<file path="src/pkg/serial_port_pkg.sv">
// Purpose: Shared constants and types for the asynchronous serial port
// Assumes: APB word addressing, byte address is four times a register index
// Notes:   Register indices are kept as printed and scaled by four on the bus
package serial_port_pkg;

	// Register indices, byte address = index * 4
	localparam logic [9:0] CTRL_IDX       = 10'h000;
	localparam logic [9:0] BUF_IDX        = 10'h001;
	localparam logic [9:0] POWER_IDX      = 10'h002;
	localparam logic [9:0] SLAVE_ADDR_IDX = 10'h0a9;
	localparam logic [9:0] SLAVE_MASK_IDX = 10'h0b9;

	// Reset values
	localparam logic [7:0] SLAVE_ADDR_RST = 8'h00;
	localparam logic [7:0] SLAVE_MASK_RST = 8'h00;
	localparam logic [7:0] BYTE_RST       = 8'h00;

	// Serial control register field positions
	localparam int CTRL_MODE_HI_BIT = 7;
	localparam int CTRL_MODE_LO_BIT = 6;
	localparam int CTRL_AME_BIT     = 5;
	localparam int CTRL_REN_BIT     = 4;
	localparam int CTRL_TB8_BIT     = 3;
	localparam int CTRL_RB8_BIT     = 2;
	localparam int CTRL_TI_BIT      = 1;
	localparam int CTRL_RI_BIT      = 0;

	// Power control register field positions
	localparam int POWER_DOUBLER_BIT = 7;
	localparam int POWER_FESEL_BIT   = 6;

	// Bit timing
	localparam logic [3:0] LAST_SLICE  = 4'hf;
	localparam logic [3:0] VOTE_SLICE0 = 4'h7;
	localparam logic [3:0] VOTE_SLICE1 = 4'h8;
	localparam logic [3:0] VOTE_SLICE2 = 4'h9;
	localparam logic [1:0] OSC_DIV_FAST = 2'h1;
	localparam logic [1:0] OSC_DIV_SLOW = 2'h3;
	localparam logic [1:0] TMR_DIV_FAST = 2'h0;
	localparam logic [1:0] TMR_DIV_SLOW = 2'h1;

	// Frame lengths in bit periods
	localparam logic [3:0] FRAME_BITS_10 = 4'ha;
	localparam logic [3:0] FRAME_BITS_11 = 4'hb;
	localparam logic [3:0] LAST_IDX_10   = 4'h9;
	localparam logic [3:0] LAST_IDX_11   = 4'ha;

	typedef enum logic [1:0] {
		MODE_SHIFT,
		MODE_ASYNC10_TIMER,
		MODE_ASYNC11_OSC,
		MODE_ASYNC11_TIMER
	} serial_mode_t;

	// Serial control register as software sees it, bit 7 muxed separately
	typedef struct packed {
		logic mode_field_high;
		logic mode_field_low;
		logic address_match_enable;
		logic receive_enable;
		logic transmit_ninth_bit;
		logic received_ninth_bit;
		logic transmit_done_flag;
		logic receive_done_flag;
	} serial_ctrl_t;

	localparam serial_ctrl_t CTRL_RST = 8'h00;

endpackage

</file>
<file path="src/hw/serial_port.sv">
// Purpose: Asynchronous full-duplex serial port with address recognition
// Assumes: APB slave, pclk acts as the oscillator, timer_overflow is a pulse
// Notes:   Synchronous shift mode is accepted as a mode value but idles
//
// Functional notes
// - Two-bit mode field picks shift, 10-bit timer, 11-bit osc, 11-bit timer.
// - 10-bit mode bit rate is timer overflow over 16 or 32 by doubler.
// - Buffer write waits for next divided rollover; one bit per rollover.
// - 10-bit mode sends stop and sets transmit done at tenth rollover.
// - Receive only with receive enable; line sampled at sixteen times bit rate.
// - Falling edge on input resets the receive divider at once.
// - Each bit is a majority of samples at slices eight, nine, ten.
// - Start bit voted one abandons the frame and resumes edge search.
// - 10-bit accept needs receive done clear and matching off or stop one.
// - Edge search resumes from the middle of the stop bit.
// - 11-bit frame is start, eight data LSB first, ninth bit, stop.
// - Fixed-rate 11-bit mode runs at oscillator over 32 or 64.
// - Fixed-rate 11-bit transmit done rises at eleventh rollover.
// - 11-bit accept needs receive done clear and matching off or ninth one.
// - Variable-rate 11-bit mode equals fixed one but uses timer rate.
// - Missing valid stop bit sets the frame error flag.
// - Control bit 7 shows frame error if select set, else upper mode bit.
// - Frame error set by hardware only, cleared by software with select high.
// - With matching on in 11-bit modes, byte must hit given or broadcast.
// - Given address compares only slave address bits whose mask bit is one.
// - Broadcast address is address OR mask, zeros are don't care.
// - Slave address and mask reset to zero so every address matches.
//
// The implementer's own choice: the APB interface to the registers.
module serial_port (
	input  wire logic        pclk,
	input  wire logic        presetn,
	input  wire logic        psel,
	input  wire logic        penable,
	input  wire logic        pwrite,
	input  wire logic [11:0] paddr,
	input  wire logic [31:0] pwdata,
	input  wire logic        timer_overflow,
	input  wire logic        rxd,
	output logic      [31:0] prdata,
	output logic             pready,
	output logic             pslverr,
	output logic             txd
);

	// Register state
	serial_port_pkg::serial_ctrl_t ctrl_r;
	serial_port_pkg::serial_ctrl_t ctrl_nxt;
	logic        frame_error_flag_r;
	logic        frame_error_flag_nxt;
	logic        baud_doubler_bit_r;
	logic        frame_error_select_r;
	logic [7:0]  slave_address_r;
	logic [7:0]  slave_address_mask_r;
	logic [7:0]  rx_buffer_r;

	// Bus state
	logic        pready_r;
	logic        pslverr_r;
	logic [31:0] prdata_r;

	// Bit timing state
	logic [1:0]  pre_cnt_r;
	logic        tick_r;
	logic [3:0]  tx_div_r;

	// Transmit state
	logic        tx_busy_r;
	logic [10:0] tx_shift_r;
	logic [3:0]  tx_left_r;
	logic        txd_r;

	// Receive state
	logic        rx_active_r;
	logic [3:0]  rx_div_r;
	logic [3:0]  rx_idx_r;
	logic [8:0]  rx_shift_r;
	logic        vote_a_r;
	logic        vote_b_r;
	logic        rxd_prev_r;

	// Bus decode
	wire         access      = psel & penable;
	wire         first_acc   = access & ~pready_r;
	wire         commit      = access & pready_r;
	wire  [9:0]  word_idx    = paddr[11:2];
	wire         hit_ctrl    = word_idx == serial_port_pkg::CTRL_IDX;
	wire         hit_buf     = word_idx == serial_port_pkg::BUF_IDX;
	wire         hit_power   = word_idx == serial_port_pkg::POWER_IDX;
	wire         hit_slave_address   = word_idx == serial_port_pkg::SLAVE_ADDR_IDX;
	wire         hit_smask   = word_idx == serial_port_pkg::SLAVE_MASK_IDX;
	wire         mapped      = hit_ctrl | hit_buf | hit_power | hit_slave_address | hit_smask;
	wire         wr_ctrl     = commit & pwrite & hit_ctrl;
	wire         wr_buf      = commit & pwrite & hit_buf;
	wire         wr_power    = commit & pwrite & hit_power;
	wire         wr_slave_address    = commit & pwrite & hit_slave_address;
	wire         wr_smask    = commit & pwrite & hit_smask;

	// Mode decode
	wire  [1:0]  mode        = {ctrl_r.mode_field_high, ctrl_r.mode_field_low};
	wire         is_async    = mode != 2'(serial_port_pkg::MODE_SHIFT);
	wire         is_11bit    = mode[1];
	wire         osc_rate    = mode == 2'(serial_port_pkg::MODE_ASYNC11_OSC);

	// Prescaler to the 16x sample tick; timer modes count overflows instead
	wire         src_event   = osc_rate ? 1'b1 : timer_overflow;
	wire  [1:0]  osc_div     = baud_doubler_bit_r ? serial_port_pkg::OSC_DIV_FAST
	                                              : serial_port_pkg::OSC_DIV_SLOW;
	wire  [1:0]  tmr_div     = baud_doubler_bit_r ? serial_port_pkg::TMR_DIV_FAST
	                                              : serial_port_pkg::TMR_DIV_SLOW;
	wire  [1:0]  pre_top     = osc_rate ? osc_div : tmr_div;
	wire         pre_wrap    = src_event & (pre_cnt_r == pre_top);

	// Transmit timing: rollover of the divided clock paces each bit
	wire         tx_roll     = tick_r & (tx_div_r == serial_port_pkg::LAST_SLICE);
	wire         tx_load     = wr_buf & is_async;
	wire         ninth_out   = is_11bit ? ctrl_r.transmit_ninth_bit : 1'b1;
	wire  [10:0] tx_frame    = {1'b1, ninth_out, pwdata[7:0], 1'b0};
	wire  [3:0]  tx_bits     = is_11bit ? serial_port_pkg::FRAME_BITS_11
	                                    : serial_port_pkg::FRAME_BITS_10;
	wire         tx_step     = tx_roll & tx_busy_r & ~tx_load;
	wire         ti_set      = tx_step & (tx_left_r == 4'h1);

	// Receive: edge search, voting and frame end
	wire         rx_fall     = tick_r & ctrl_r.receive_enable & is_async & ~rx_active_r
	                           & rxd_prev_r & ~rxd;
	wire         rx_run      = tick_r & rx_active_r;
	wire         vote_point  = rx_run & (rx_div_r == serial_port_pkg::VOTE_SLICE2);
	wire         bit_vote    = (vote_a_r & vote_b_r) | (vote_a_r & rxd) | (vote_b_r & rxd);
	wire  [3:0]  last_idx    = is_11bit ? serial_port_pkg::LAST_IDX_11
	                                    : serial_port_pkg::LAST_IDX_10;
	wire         rx_abort    = vote_point & (rx_idx_r == 4'h0) & bit_vote;
	wire         rx_end      = vote_point & (rx_idx_r == last_idx);
	wire  [7:0]  rx_data     = is_11bit ? rx_shift_r[7:0] : rx_shift_r[8:1];
	wire         rx_ninth    = is_11bit ? rx_shift_r[8] : bit_vote;

	// Address recognition
	wire  [7:0]  bcast       = slave_address_r | slave_address_mask_r;
	wire         given_hit   = ((rx_data ^ slave_address_r) & slave_address_mask_r) == 8'h00;
	wire         bcast_hit   = (~rx_data & bcast) == 8'h00;
	wire         addr_ok     = is_11bit ? (rx_ninth & (given_hit | bcast_hit))
	                                    : rx_ninth;
	wire         rx_accept   = rx_end & ~ctrl_r.receive_done_flag
	                           & (~ctrl_r.address_match_enable | addr_ok);
	wire         fe_set      = rx_end & ~bit_vote;

	// Read view of the control register, bit 7 is shared
	wire         ctrl_top    = frame_error_select_r ? frame_error_flag_r
	                                                : ctrl_r.mode_field_high;
	wire  [7:0]  ctrl_view   = {ctrl_top, ctrl_r[6:0]};
	wire  [7:0]  power_view  = {baud_doubler_bit_r, frame_error_select_r, 6'h00};
	wire  [7:0]  read_byte   = hit_ctrl  ? ctrl_view :
	                           hit_buf   ? rx_buffer_r :
	                           hit_power ? power_view :
	                           hit_slave_address ? slave_address_r :
	                           hit_smask ? slave_address_mask_r : 8'h00;

	// Control next value: hardware sets win over a software write in the same cycle
	always_comb begin
		ctrl_nxt = ctrl_r;
		if (wr_ctrl) begin
			ctrl_nxt = pwdata[7:0];
			if (frame_error_select_r) begin
				ctrl_nxt.mode_field_high = ctrl_r.mode_field_high;
			end
		end
		if (rx_accept) begin
			ctrl_nxt.received_ninth_bit = rx_ninth;
			ctrl_nxt.receive_done_flag  = 1'b1;
		end
		if (ti_set) begin
			ctrl_nxt.transmit_done_flag = 1'b1;
		end
	end

	// Frame error is only cleared through bit 7 while the select bit is high
	assign frame_error_flag_nxt = fe_set |
		(frame_error_flag_r & ~(wr_ctrl & frame_error_select_r & ~pwdata[7]));

	// Registers software writes, plus the receive buffer loaded on accept
	always_ff @(posedge pclk or negedge presetn) begin
		if (!presetn) begin
			ctrl_r               <= serial_port_pkg::CTRL_RST;
			frame_error_flag_r   <= 1'b0;
			baud_doubler_bit_r   <= 1'b0;
			frame_error_select_r <= 1'b0;
			slave_address_r      <= serial_port_pkg::SLAVE_ADDR_RST;
			slave_address_mask_r <= serial_port_pkg::SLAVE_MASK_RST;
			rx_buffer_r          <= serial_port_pkg::BYTE_RST;
		end else begin
			ctrl_r             <= ctrl_nxt;
			frame_error_flag_r <= frame_error_flag_nxt;
			if (wr_power) begin
				baud_doubler_bit_r   <= pwdata[serial_port_pkg::POWER_DOUBLER_BIT];
				frame_error_select_r <= pwdata[serial_port_pkg::POWER_FESEL_BIT];
			end
			if (wr_slave_address) begin
				slave_address_r <= pwdata[7:0];
			end
			if (wr_smask) begin
				slave_address_mask_r <= pwdata[7:0];
			end
			if (rx_accept) begin
				rx_buffer_r <= rx_data;
			end
		end
	end

	// APB: one wait state so read data and pready both leave flip-flops
	always_ff @(posedge pclk or negedge presetn) begin
		if (!presetn) begin
			pready_r  <= 1'b0;
			pslverr_r <= 1'b0;
			prdata_r  <= 32'h0000_0000;
		end else begin
			pready_r  <= first_acc;
			pslverr_r <= first_acc & ~mapped;
			if (first_acc) begin
				prdata_r <= {24'h00_0000, read_byte};
			end
		end
	end

	// Sample tick prescaler
	always_ff @(posedge pclk or negedge presetn) begin
		if (!presetn) begin
			pre_cnt_r <= 2'h0;
			tick_r    <= 1'b0;
		end else begin
			tick_r <= pre_wrap;
			if (pre_wrap) begin
				pre_cnt_r <= 2'h0;
			end else if (src_event) begin
				pre_cnt_r <= pre_cnt_r + 2'h1;
			end
		end
	end

	// Free running transmit divider, sixteen ticks per bit
	always_ff @(posedge pclk or negedge presetn) begin
		if (!presetn) begin
			tx_div_r <= 4'h0;
		end else if (tick_r) begin
			tx_div_r <= tx_div_r + 4'h1;
		end
	end

	// Transmitter: the write only loads; bits leave on rollovers
	always_ff @(posedge pclk or negedge presetn) begin
		if (!presetn) begin
			tx_busy_r  <= 1'b0;
			tx_shift_r <= 11'h7ff;
			tx_left_r  <= 4'h0;
			txd_r      <= 1'b1;
		end else if (tx_load) begin
			tx_busy_r  <= 1'b1;
			tx_shift_r <= tx_frame;
			tx_left_r  <= tx_bits;
		end else if (tx_step) begin
			txd_r      <= tx_shift_r[0];
			tx_shift_r <= {1'b1, tx_shift_r[10:1]};
			tx_left_r  <= tx_left_r - 4'h1;
			tx_busy_r  <= tx_left_r != 4'h1;
		end
	end

	// Receiver: divider restarts on the edge, votes at slices eight to ten
	always_ff @(posedge pclk or negedge presetn) begin
		if (!presetn) begin
			rxd_prev_r  <= 1'b1;
			rx_active_r <= 1'b0;
			rx_div_r    <= 4'h0;
			rx_idx_r    <= 4'h0;
			rx_shift_r  <= 9'h000;
			vote_a_r    <= 1'b0;
			vote_b_r    <= 1'b0;
		end else begin
			if (tick_r) begin
				rxd_prev_r <= rxd;
			end
			if (rx_fall) begin
				rx_active_r <= 1'b1;
				rx_div_r    <= 4'h0;
				rx_idx_r    <= 4'h0;
			end else if (rx_run) begin
				rx_div_r <= rx_div_r + 4'h1;
				if (rx_div_r == serial_port_pkg::VOTE_SLICE0) begin
					vote_a_r <= rxd;
				end
				if (rx_div_r == serial_port_pkg::VOTE_SLICE1) begin
					vote_b_r <= rxd;
				end
				if (rx_abort || rx_end) begin
					rx_active_r <= 1'b0;
				end else if (vote_point) begin
					rx_idx_r <= rx_idx_r + 4'h1;
					if (rx_idx_r != 4'h0) begin
						rx_shift_r <= {bit_vote, rx_shift_r[8:1]};
					end
				end
			end
		end
	end

	// Outputs straight from flip-flops
	assign prdata  = prdata_r;
	assign pready  = pready_r;
	assign pslverr = pslverr_r;
	assign txd     = txd_r;

endmodule

</file>
<file path="config.mk">
export PLATFORM = sky130hd
export DESIGN_NAME = serial_port
export DESIGN_NICKNAME = d
export VERILOG_FILES = /design/src/pkg/serial_port_pkg.sv /design/src/hw/serial_port.sv
export SDC_FILE = /design/constraint.sdc
export NUM_CORES = 1
export LEC_CHECK = 0
export ABC_AREA = 1
export BUFFER_PORTS_ARGS = -buffer_cell sky130_fd_sc_hd__buf_4
export CORE_ASPECT_RATIO = 0.6
export CORE_MARGIN = 2
export CORE_UTILIZATION = 31
export DETAILED_ROUTE_END_ITERATION = 8
export PLACE_DENSITY = 0.45
export SLEW_MARGIN = 20
export SYNTH_ARGS = -nofsm -noshare
export SYNTH_HDL_FRONTEND = slang
export SYNTH_SLANG_ARGS = --single-unit
</file>
<file path="constraint.sdc">
create_clock -name pclk -period 3.3 [get_ports pclk]
set_input_delay 0.66 -clock pclk [delete_from_list [all_inputs] [get_ports pclk]]
set_output_delay 0.66 -clock pclk [all_outputs]
set_load 0.02 [all_outputs]
</file>
==> out/metrics.csv, run 1 <==
metric,value,unit
status,"finished, final reports clean",
number of endpoints failing setup at the final stage,0,
proportion of layout cells with a drive suffix above 1,15.81,%
pre-CTS setup slack,0.7411,ns
Total Wirelength,13.25,mm
GPL Wtd Cong,0.7704,
initial antenna violation count,0,
CTS tree,done,
CP arrival,2.55,ns
crit path launch,paddr[8],
setup ws final,0.9873,ns
yosys warns,0,
post-route setup TNS,0,ns
main flop type after synthesis,dfrtp_1,
crit path capture,slave_address_r[6],
Slew headroom,53.63,%
critical path capture point type,register,
largest net degree at the start of global routing,54,
sequential area share after synthesis,45.32,%
fmax,432.4,MHz
Worst setup SP type,input pin,
largest family of logic cells by synthesized area,simple AND/OR/NAND/NOR gates,
DIE HEIGHT,101.9,um
Pwr Density,435.8,mW/mm2
row cnt,35,
RSZ-0062 raised after global routing,false,
clock tree buffer depth,2,
total I/O pin count,86,
R2R setup slack,1.11,ns
share of total power in sequential cells,49.6,%
P_int,1.784,mW
area fraction in compound gates after synthesis,13.02,%
proportion of netlist area held by the largest area contributor,38.95,%
"commonest non-fill, non-tap cell in the layout",nand2_1,
combinational share of power,9.4,%
worst-path maximum fanout,16,
first-pass GRT wire length,21.50,mm
final period utilization,70.08,%
vias in the first global route,3958,
LEAKAGE,2.739,nW
post-DR vias/cell,4.761,
antenna cells,0,
Clock Skews,0.008596,ns
XOR/XNOR share of the synthesized area,1.062,%
reg2reg path depth,9,
DIE AREA,0.01702,mm2
overall die width,167.1,um
sw frac,27.11,%
power share of the clock group,41.0,%
post-synthesis register bit count,89,
vias after detailed routing,4099,
post-synth cell types,44,
Synth async-reset ratio,100.0,%
Area after DPL,0.005326,mm2
postcts setup bufs,0,
DR DRC count,0,
Post-Syn Area,0.004947,mm2
post-route ant nets,0,
Hold Crit Class,in -> async,
final max-slew violation count,0,
Crit Path Class,in -> reg,
Synth area leaders,"dfrtp_1 39%, nand2_1 13%, dfstp_2 6.4%, o21ai_0 5.9%, inv_1 5.6%",
clock slew at reported path FFs,0.07,ns
synthesized instance count,616,
mux contribution to synthesized area,0.4299,%
maxcap violations,0,
Num CTS Buffers,9,
PortBufs,35,
Syn Area/Cell,8.031,um2
post-layout instance area,0.005617,mm2
reg2reg end,rx_shift_r[6],
routed len/inst,15.39,um
overall power,2.448,mW
Starting Density,32.00,%
gr ovfl total,0,
placed wire-length estimate,10.00,mm
P&R area growth vs syn,13.53,%
H-tree depth,3,
# hold bufs at CTS,0,
most frequent cells in the layout,"174 x nand2_1, 77 x dfrtp_1, 74 x inv_1, 58 x o21ai_0, 49 x nand3_1",
Worst IR Drop VDD,250.7,uV
Synth Area in Simple Gates,26.63,%
core area,0.01546,mm2
Required @ worst endpoint,3.54,ns
Adder-Cell Fraction of Synth Area,2.023,%
crit path time final,2.313,ns
worst-margin pin slew,0.6936,ns
post_cts resized,0,
Worst-Skew Late Latency,0.35,ns
Net Switching,0.6636,mW
Global Route Usage Sum,16.36,%
Layout Utilization,36.33,%
post-synth top area cell,dfrtp_1,
First-pass DRT Iterations,5,
Post-synth EDFFs,0,
Initial DRC Count,249,
clk sink count,89,
Final Hold Vio Count,0,
Layout Nets,712,
Critical R2R Launch,is_11bit,
Clock Tree Root,clkbuf_16,
per-layer routing:
layer | wire length [um] | global-route usage [%]
met1 | 7157 | 25.05
met2 | 5468 | 23.46
met3 | 504 | 3.331
met4 | 117 | 4.111
met5 | 0 | 0
synthesized netlist by cell type (all sizes together), types with 4 or more instances:
master and number:
dfrtp 77, o221ai 7, nor3 7, nand4 11, o21ai 68, xor2 5
o211ai 10, nand3 52, nand2 182, ha 8, buf 32, a21oi 16
dfstp 12, nor2 25, inv 82, nor4 4
cells by family after synthesis:
logic type | Yosys count
compound gates | 108
xor+xnor | 6
fa+ha+maj | 8
buf+inv | 117
flops | 89
mux | 2
other cells | 1
simple gates | 285
layout make-up:
| cell class | count | area [um2] |
|---|---|---|
| sequential | 89 | 2242 |
| clock buffer | 10 | 239.0 |
| multi-input combinational | 433 | 2226 |
| timing repair buffer | 37 | 290.3 |
| fill | 1617 | 9842 |
| tap | 203 | 254.0 |
| inverter | 83 | 314.1 |
| clock inverter | 6 | 51.30 |
sequential cells by signal (all words and copies together), names as in the netlist, 2 cells and up:
signal,flops
rx_shift_r,9
pre_cnt_r,2
ctrl_r,7
slave_address_mask_r,8
tx_shift_r,10
tx_div_r,4
rx_idx_r,4
prdata,8
rx_div_r,4
slave_address_r,8
tx_left_r,4
rx_buffer_r,8
worst min-delay path by stage:
stage	from	endpoint	slack, ns	cells past startpoint
floorplan	presetn	baud_doubler_bit_r	0.36	0
global placement	rx_buffer_r[4]	rx_buffer_r[4]	0.46	2
detailed placement	rx_buffer_r[0]	rx_buffer_r[0]	0.46	2
CTS	presetn	rx_shift_r[0]	0.30	1
global route	presetn	rx_shift_r[1]	0.32	1
finish	presetn	slave_address_mask_r[0]	0.28	1
power groups by stage:
stage          clock network, mW  logic [mW]  registers (mW)
6_report                    1.00       0.230            1.21
5_1_grt                     1.09       0.269            1.22
4_1_cts                     1.04       0.235            1.21
3_5_place_dp                   0       0.232            1.23
3_3_place_gp                   0       0.225            1.23
2_1_floorplan                  0       0.178            1.21
through the flow:
step | cells | hold WS (ns)
3_3_place_gp | 845 | 0.4584
2_1_floorplan | 639 | 0.3644
3_5_place_dp | 845 | 0.4644
5_1_grt | 861 | 0.3186
4_1_cts | 861 | 0.3022
6_report | 861 | 0.2841
critical path, stage by stage:
cell and delay (ns):
buf_4 0.10, inv_1 0.06, nand2_1 0.13, nor3_1 0.48, nand4_1 0.70, o21ai_0 0.42
No activity file was read; power rests on OpenSTA's default activity.
==> inputs of run 2 (changes only) <==
--- a/config.mk
+++ b/config.mk
@@ -11,7 +11,7 @@
 export CORE_MARGIN = 2
 export CORE_UTILIZATION = 31
 export DETAILED_ROUTE_END_ITERATION = 8
-export PLACE_DENSITY = 0.45
+export PLACE_DENSITY = 0.47
 export SLEW_MARGIN = 20
 export SYNTH_ARGS = -nofsm -noshare
 export SYNTH_HDL_FRONTEND = slang
==> constraint.sdc (replaced) <==
create_clock -name pclk -period 1.95 [get_ports pclk]
set_input_delay 0.39 -clock pclk [delete_from_list [all_inputs] [get_ports pclk]]
set_output_delay 0.39 -clock pclk [all_outputs]
set_load 0.02 [all_outputs]
==> out/metrics.csv, run 2 (synthesis gave the netlist of run 1 again) <==
metric,value,unit,change
worst hold endpoint,ctrl_r[1],,
Initial DRC Count,331,,+33%
final max-slew violation count,0,,unchanged
H-tree depth,3,,unchanged
biggest regs,"tx_shift_r: 10 flops, rx_shift_r: 9 flops",,
row cnt,35,,unchanged
Critical R2R Launch,is_11bit,,
Worst IR Drop VDD,368.6,uV,+47%
core area,0.01546,mm2,unchanged
post-DR vias/cell,4.699,,-1.3%
"commonest non-fill, non-tap cell in the layout",nand2_1,,
reg2reg end,rx_buffer_r[3],,
placed wire-length estimate,9.753,mm,-2.5%
crit path cell chain,buf_8 > nand2_1 > nand2_1 > o21ai_0 > nand2_1 > nor2_2 > nand2_1 > nand2_1 > nand2_2 > nand2_4 > buf_6 > nand3_1 > nand2_1,,
P_int,3.032,mW,+70%
PortBufs,35,,unchanged
clock slew at reported path FFs,0.08,ns,about the same
Critical Path Max Stage Delay,0.45,ns,-0.25 ns
reg2reg path depth,13,,+4
Clock Tree Root,clkbuf_16,,
sw frac,28.02,%,+0.91 points
power share of the clock group,41.4,%,+0.4 points
Worst-Skew Late Latency,0.35,ns,about the same
Required @ worst endpoint,2.24,ns,-1.30 ns
overall die width,167.1,um,unchanged
first-pass GRT wire length,20.28,mm,-5.7%
proportion of layout cells with a drive suffix above 1,19.47,%,+3.7 points
Global Route Usage Sum,15.35,%,-1.0 points
maxcap violations,0,,unchanged
total I/O pin count,86,,unchanged
pre-CTS setup slack,0.03426,ns,-0.7069 ns
most frequent cells in the layout,"172 x nand2_1, 76 x dfrtp_1, 74 x inv_1, 57 x o21ai_0, 55 x buf_4",,
Num CTS Buffers,9,,unchanged
Pwr Density,714.2,mW/mm2,+64%
CP bufs+invs,2,,unchanged
vias in the first global route,3857,,-2.6%
GPL Wtd Cong,0.8302,,+7.8%
Cells after DPL,864,,+2.2%
Fill cells,1586,,-1.9%
Layout Nets,737,,+3.5%
number of endpoints failing setup at the final stage,0,,unchanged
post-route ant nets,0,,unchanged
"most used cell, CP",nand2_1,,
vias after detailed routing,4163,,+1.6%
First-pass DRT Iterations,5,,unchanged
DR DRC count,0,,unchanged
LEAKAGE,2.874,nW,+4.9%
status,"finished, final reports clean",,
largest net degree at the start of global routing,50,,-7.4%
Post-Layout Cell Count,886,,+2.9%
antenna cells,0,,unchanged
DIE HEIGHT,101.9,um,unchanged
Clock Skews,0.01042,ns,+0.001823 ns
crit path time final,1.826,ns,
gr ovfl total,0,,unchanged
CP arrival,2.11,ns,-0.44 ns
Slowest cell on crit path,dfrtp_2,,
Worst setup SP type,register,,
Net Switching,1.180,mW,+78%
fmax,547.8,MHz,
final period utilization,93.62,%,
Hold Crit Class,in -> reg,,
initial antenna violation count,0,,unchanged
worst-path maximum fanout,16,,unchanged
setup ws final,0.1244,ns,-0.8628 ns
crit-path leading delay family,simple AND/OR/NAND/NOR gates,,
P&R area growth vs syn,19.22,%,
critical path capture point type,register,,
Hold Crit Start,pwdata[1],,
clk sink count,89,,unchanged
CTS tree,done,,
Crit Path Class,reg -> reg,,
R2R setup slack,0.12,ns,-0.99 ns
Multi-input gate area,0.002255,mm2,+1.3%
Total Wirelength,12.66,mm,-4.4%
sequential cell area,0.002243,mm2,about the same
Layout Utilization,38.15,%,+1.8 points
Final Hold Vio Count,0,,unchanged
Starting Density,32.00,%,unchanged
combinational share of power,10.3,%,+0.9 points
clock tree buffer depth,2,,unchanged
"Most flops, register",tx_shift_r,,
DIE AREA,0.01702,mm2,unchanged
routed len/inst,14.29,um,-7.1%
share of total power in sequential cells,48.3,%,-1.3 points
Largest register FFs,10,,unchanged
WHS Path Cells,3,,
[run 2: cell count changes in the layout (fill, tap and decap cells not counted), moves of 2 or more]
cell      before  now
nand2_1      174  172
inv_8          1    3
nand2_2        5    7
buf_12         1    4
buf_4         36   55
clkinv_4       3    1
[run 2: worst max-delay path by stage]
stage                     slack (ns)         from  depth (start not counted)        endpoint
after floorplan                 0.33  rx_idx_r[0]                         12   rx_shift_r[8]
after global placement          0.06     is_11bit                         14  rx_buffer_r[6]
after detailed placement        0.03     is_11bit                          9   rx_shift_r[1]
after CTS                       0.01     is_11bit                          9   rx_shift_r[0]
after global routing           -0.01  rx_div_r[1]                         12   rx_shift_r[4]
final                           0.12     is_11bit                         13  rx_buffer_r[3]
[run 2: final cells by class]
type                            count  share of cell area [%]
Clock inverter                      7                   1.230
Inverter                           83                   5.409
Timing Repair Buffer               62                   8.973
Sequential cell                    89                   38.04
Tap cell                          203                   4.306
Clock buffer                        9                   3.818
Multi-Input combinational cell    433                   38.23
[run 2: repair_timing]
item / in CTS / in global routing
gates resized for setup: 0 / 16
hold buffers: 1 / 0
endpoints found under the setup margin: 0 / 19
setup buffers: 0 / 5
endpoints found under the hold margin: 6 / 0
[run 2: power by group through the flow]
| stage | clock (mW) | combinational, mW | sequential, mW |
|---|---|---|---|
| final | 1.74 | 0.432 | 2.04 |
| after global routing | 1.87 | 0.493 | 2.05 |
| after CTS | 1.79 | 0.438 | 2.04 |
| after detailed placement | 0 | 0.435 | 2.07 |
| after global placement | 0 | 0.422 | 2.07 |
| after floorplan | 0 | 0.301 | 2.06 |
[run 2: worst min-delay path, stage by stage]
cell,delay [ns]
buf_4,0.08
mux2i_1,0.06
o21ai_0,0.06
[run 2: stage by stage]
step	power (mW)	area [um2]	hold WS [ns]	TNS, ns
floorplan	2.356	5034	0.09441	0
global placement	2.491	5494	0.2328	0
detailed placement	2.507	5494	0.2329	0
CTS	4.264	5802	0.2925	0
global route	4.408	5898	0.3305	-0.01312
finish	4.213	5898	0.2940	0
[run 2: routing by layer]
metal	vias up	wire length, um	global-route usage [%]
met5	-	0	0
met4	0	73	2.586
met3	9	355	3.137
met2	65	5065	22.19
met1	1986	7166	23.82
li1	2103	-	-
==> inputs of run 3 (changes only) <==
--- a/config.mk
+++ b/config.mk
@@ -7,12 +7,15 @@
 export LEC_CHECK = 0
 export ABC_AREA = 1
 export BUFFER_PORTS_ARGS = -buffer_cell sky130_fd_sc_hd__buf_4
+export CELL_PAD_IN_SITES_DETAIL_PLACEMENT = 0
+export CELL_PAD_IN_SITES_GLOBAL_PLACEMENT = 1
 export CORE_ASPECT_RATIO = 0.6
 export CORE_MARGIN = 2
 export CORE_UTILIZATION = 31
 export DETAILED_ROUTE_END_ITERATION = 8
-export PLACE_DENSITY = 0.47
+export PLACE_DENSITY = 0.59
 export SLEW_MARGIN = 20
 export SYNTH_ARGS = -nofsm -noshare
 export SYNTH_HDL_FRONTEND = slang
 export SYNTH_SLANG_ARGS = --single-unit
+export TNS_END_PERCENT = 5
==> constraint.sdc (replaced) <==
create_clock -name pclk -period 1.8 [get_ports pclk]
set_input_delay 0.36 -clock pclk [delete_from_list [all_inputs] [get_ports pclk]]
set_output_delay 0.36 -clock pclk [all_outputs]
set_load 0.02 [all_outputs]
==> out/metrics.csv, run 3 (synthesis gave the netlist of run 1 again) <==
metric,value,unit,change
status,"finished, final reports clean",,
Layout Nets,749,,+1.6%
DIE HEIGHT,101.9,um,unchanged
total I/O pin count,86,,unchanged
clock tree buffer depth,2,,unchanged
final max-slew violation count,0,,unchanged
LEAKAGE,2.930,nW,+2.0%
critical path capture point type,register,,
H-tree depth,3,,unchanged
Num CTS Buffers,9,,unchanged
Worst setup SP type,register,,
vias after detailed routing,4219,,+1.3%
Worst IR Drop VDD,352.5,uV,-4.4%
routed len/inst,14.85,um,+3.9%
first-pass GRT wire length,21.60,mm,+6.5%
DIE AREA,0.01702,mm2,unchanged
overall die width,167.1,um,unchanged
setup ws final,0.05444,ns,-0.06999 ns
Cells after DPL,879,,+1.7%
biggest regs,"tx_shift_r: 10 flops, rx_shift_r: 9 flops",,
Worst-Skew Late Latency,0.34,ns,about the same
Crit Path Class,reg -> reg,,
Global Route Usage Sum,16.41,%,+1.1 points
pre-CTS setup slack,-0.08279,ns,-0.1170 ns
Largest register FFs,10,,unchanged
maxcap violations,0,,unchanged
placed wire-length estimate,10.61,mm,+8.8%
GPL Wtd Cong,0.7876,,-5.1%
largest net degree at the start of global routing,33,,-34%
Starting Density,32.00,%,unchanged
First-pass DRT Iterations,4,,-1
Layout Utilization,38.62,%,+0.47 points
Clock Tree Root,clkbuf_16,,
gr ovfl total,0,,unchanged
CP arrival,1.97,ns,-0.14 ns
initial antenna violation count,0,,unchanged
DR DRC count,0,,unchanged
Required @ worst endpoint,2.03,ns,-0.21 ns
vias in the first global route,4066,,+5.4%
worst-path maximum fanout,10,,-6
P&R area growth vs syn,20.69,%,
PortBufs,35,,unchanged
overall power,4.734,mW,+12%
Pwr Density,792.8,mW/mm2,+11%
crit path time final,1.746,ns,-0.08001 ns
"Most flops, register",tx_shift_r,,
final period utilization,96.98,%,+3.4 points
core area,0.01546,mm2,unchanged
post-DR vias/cell,4.698,,about the same
Min Hold Slack,0.2821,ns,-0.01191 ns
Post-Layout Cell Count,898,,+1.4%
Clock Skews,0.005651,ns,-0.004768 ns
Total Wirelength,13.33,mm,+5.3%
proportion of layout cells with a drive suffix above 1,20.72,%,+1.2 points
row cnt,35,,unchanged
RSZ-0062 raised after global routing,true,,
clock slew at reported path FFs,0.06,ns,-0.02 ns
antenna cells,0,,unchanged
post-route ant nets,0,,unchanged
Initial DRC Count,301,,-9.1%
fmax,572.9,MHz,+4.6%
Final Hold Vio Count,0,,unchanged
most frequent cells in the layout,"173 x nand2_1, 76 x dfrtp_1, 73 x inv_1, 69 x buf_4, 58 x o21ai_0",,
Hold Crit Class,in -> reg,,
CTS tree,done,,
clk sink count,89,,unchanged
"commonest non-fill, non-tap cell in the layout",nand2_1,,
number of endpoints failing setup at the final stage,0,,unchanged
## run 3: cell count changes in the layout (fill, tap and decap cells not counted), moves of 2 or more
cell | before | now
buf_4 | 55 | 69
bufinv_16 | 0 | 2
inv_6 | 1 | 3
inv_8 | 3 | 0
## run 3: report_power, final
part           switching (mW)  internal (mW)  leakage, nW
Combinational           0.282          0.184         1.71
Sequential             0.0902           2.12         1.07
Clock                   0.830           1.23        0.153
Total                    1.20           3.53         2.93
## run 3: worst paths after layout
| kind | from | endpoint | slack, ns | cells past startpoint |
|---|---|---|---|---|
| min | pwdata[1] | ctrl_r[1] | 0.28 | 3 |
| max | is_11bit | rx_buffer_r[4] | 0.05 | 13 |
| min reg2reg | rx_buffer_r[5] | rx_buffer_r[5] | 0.47 | 2 |
| max in group asynchronous | presetn | rxd_prev_r | 0.64 | 3 |
| max reg2reg | is_11bit | rx_buffer_r[4] | 0.05 | 13 |
| min in group asynchronous | presetn | ctrl_r[2] | 0.52 | 2 |
## run 3: final cells by class
cell class                      count  area [um2]
Sequential cell                    89        2243
Inverter                           83       321.6
Multi-Input combinational cell    433        2233
Clock buffer                       10       229.0
Tap cell                          203       254.0
Timing Repair Buffer               74       599.3
Clock inverter                      6       90.09
Fill cell                        1586        9488
## run 3: per-stage QoR
stage	cell area, um2	TNS (ns)
final	5971	0
after global routing	5971	-0.6239
after CTS	5956	0
after detailed placement	5594	-0.7084
after global placement	5594	-0.2851
after floorplan	5034	0
## run 3: timing repair
action / CTS / global route
pin swaps: 1 / 1
cloned: 0 / 0
setup buffers: 2 / 0
hold buffers: 1 / 0
gates resized for setup: 2 / 7
hold endpoints to repair: 24 / 0
setup endpoints to repair: 18 / 31
## run 3: routing by layer
| metal | global-route usage (%) | vias up | share of wire (%) |
|---|---|---|---|
| li1 | - | 2113 | - |
| met5 | 0 | - | 0 |
| met1 | 26.03 | 2017 | 57 |
| met4 | 3.316 | 0 | 0.59 |
| met3 | 3.602 | 6 | 4.1 |
| met2 | 22.51 | 83 | 39 |
## run 3: worst max-delay path, stage by stage (launching register included)
cell and delay [ns]:
dfrtp_2 0.45, buf_4 0.17, nand2_1 0.09, nand2_1 0.08, o21ai_0 0.08, nand2_1 0.11
nor2_1 0.13, nand2_1 0.06, nand2_1 0.07, nand2_1 0.08, nand2_4 0.09, nand2_4 0.10
nand2_1 0.08, nand2_1 0.05
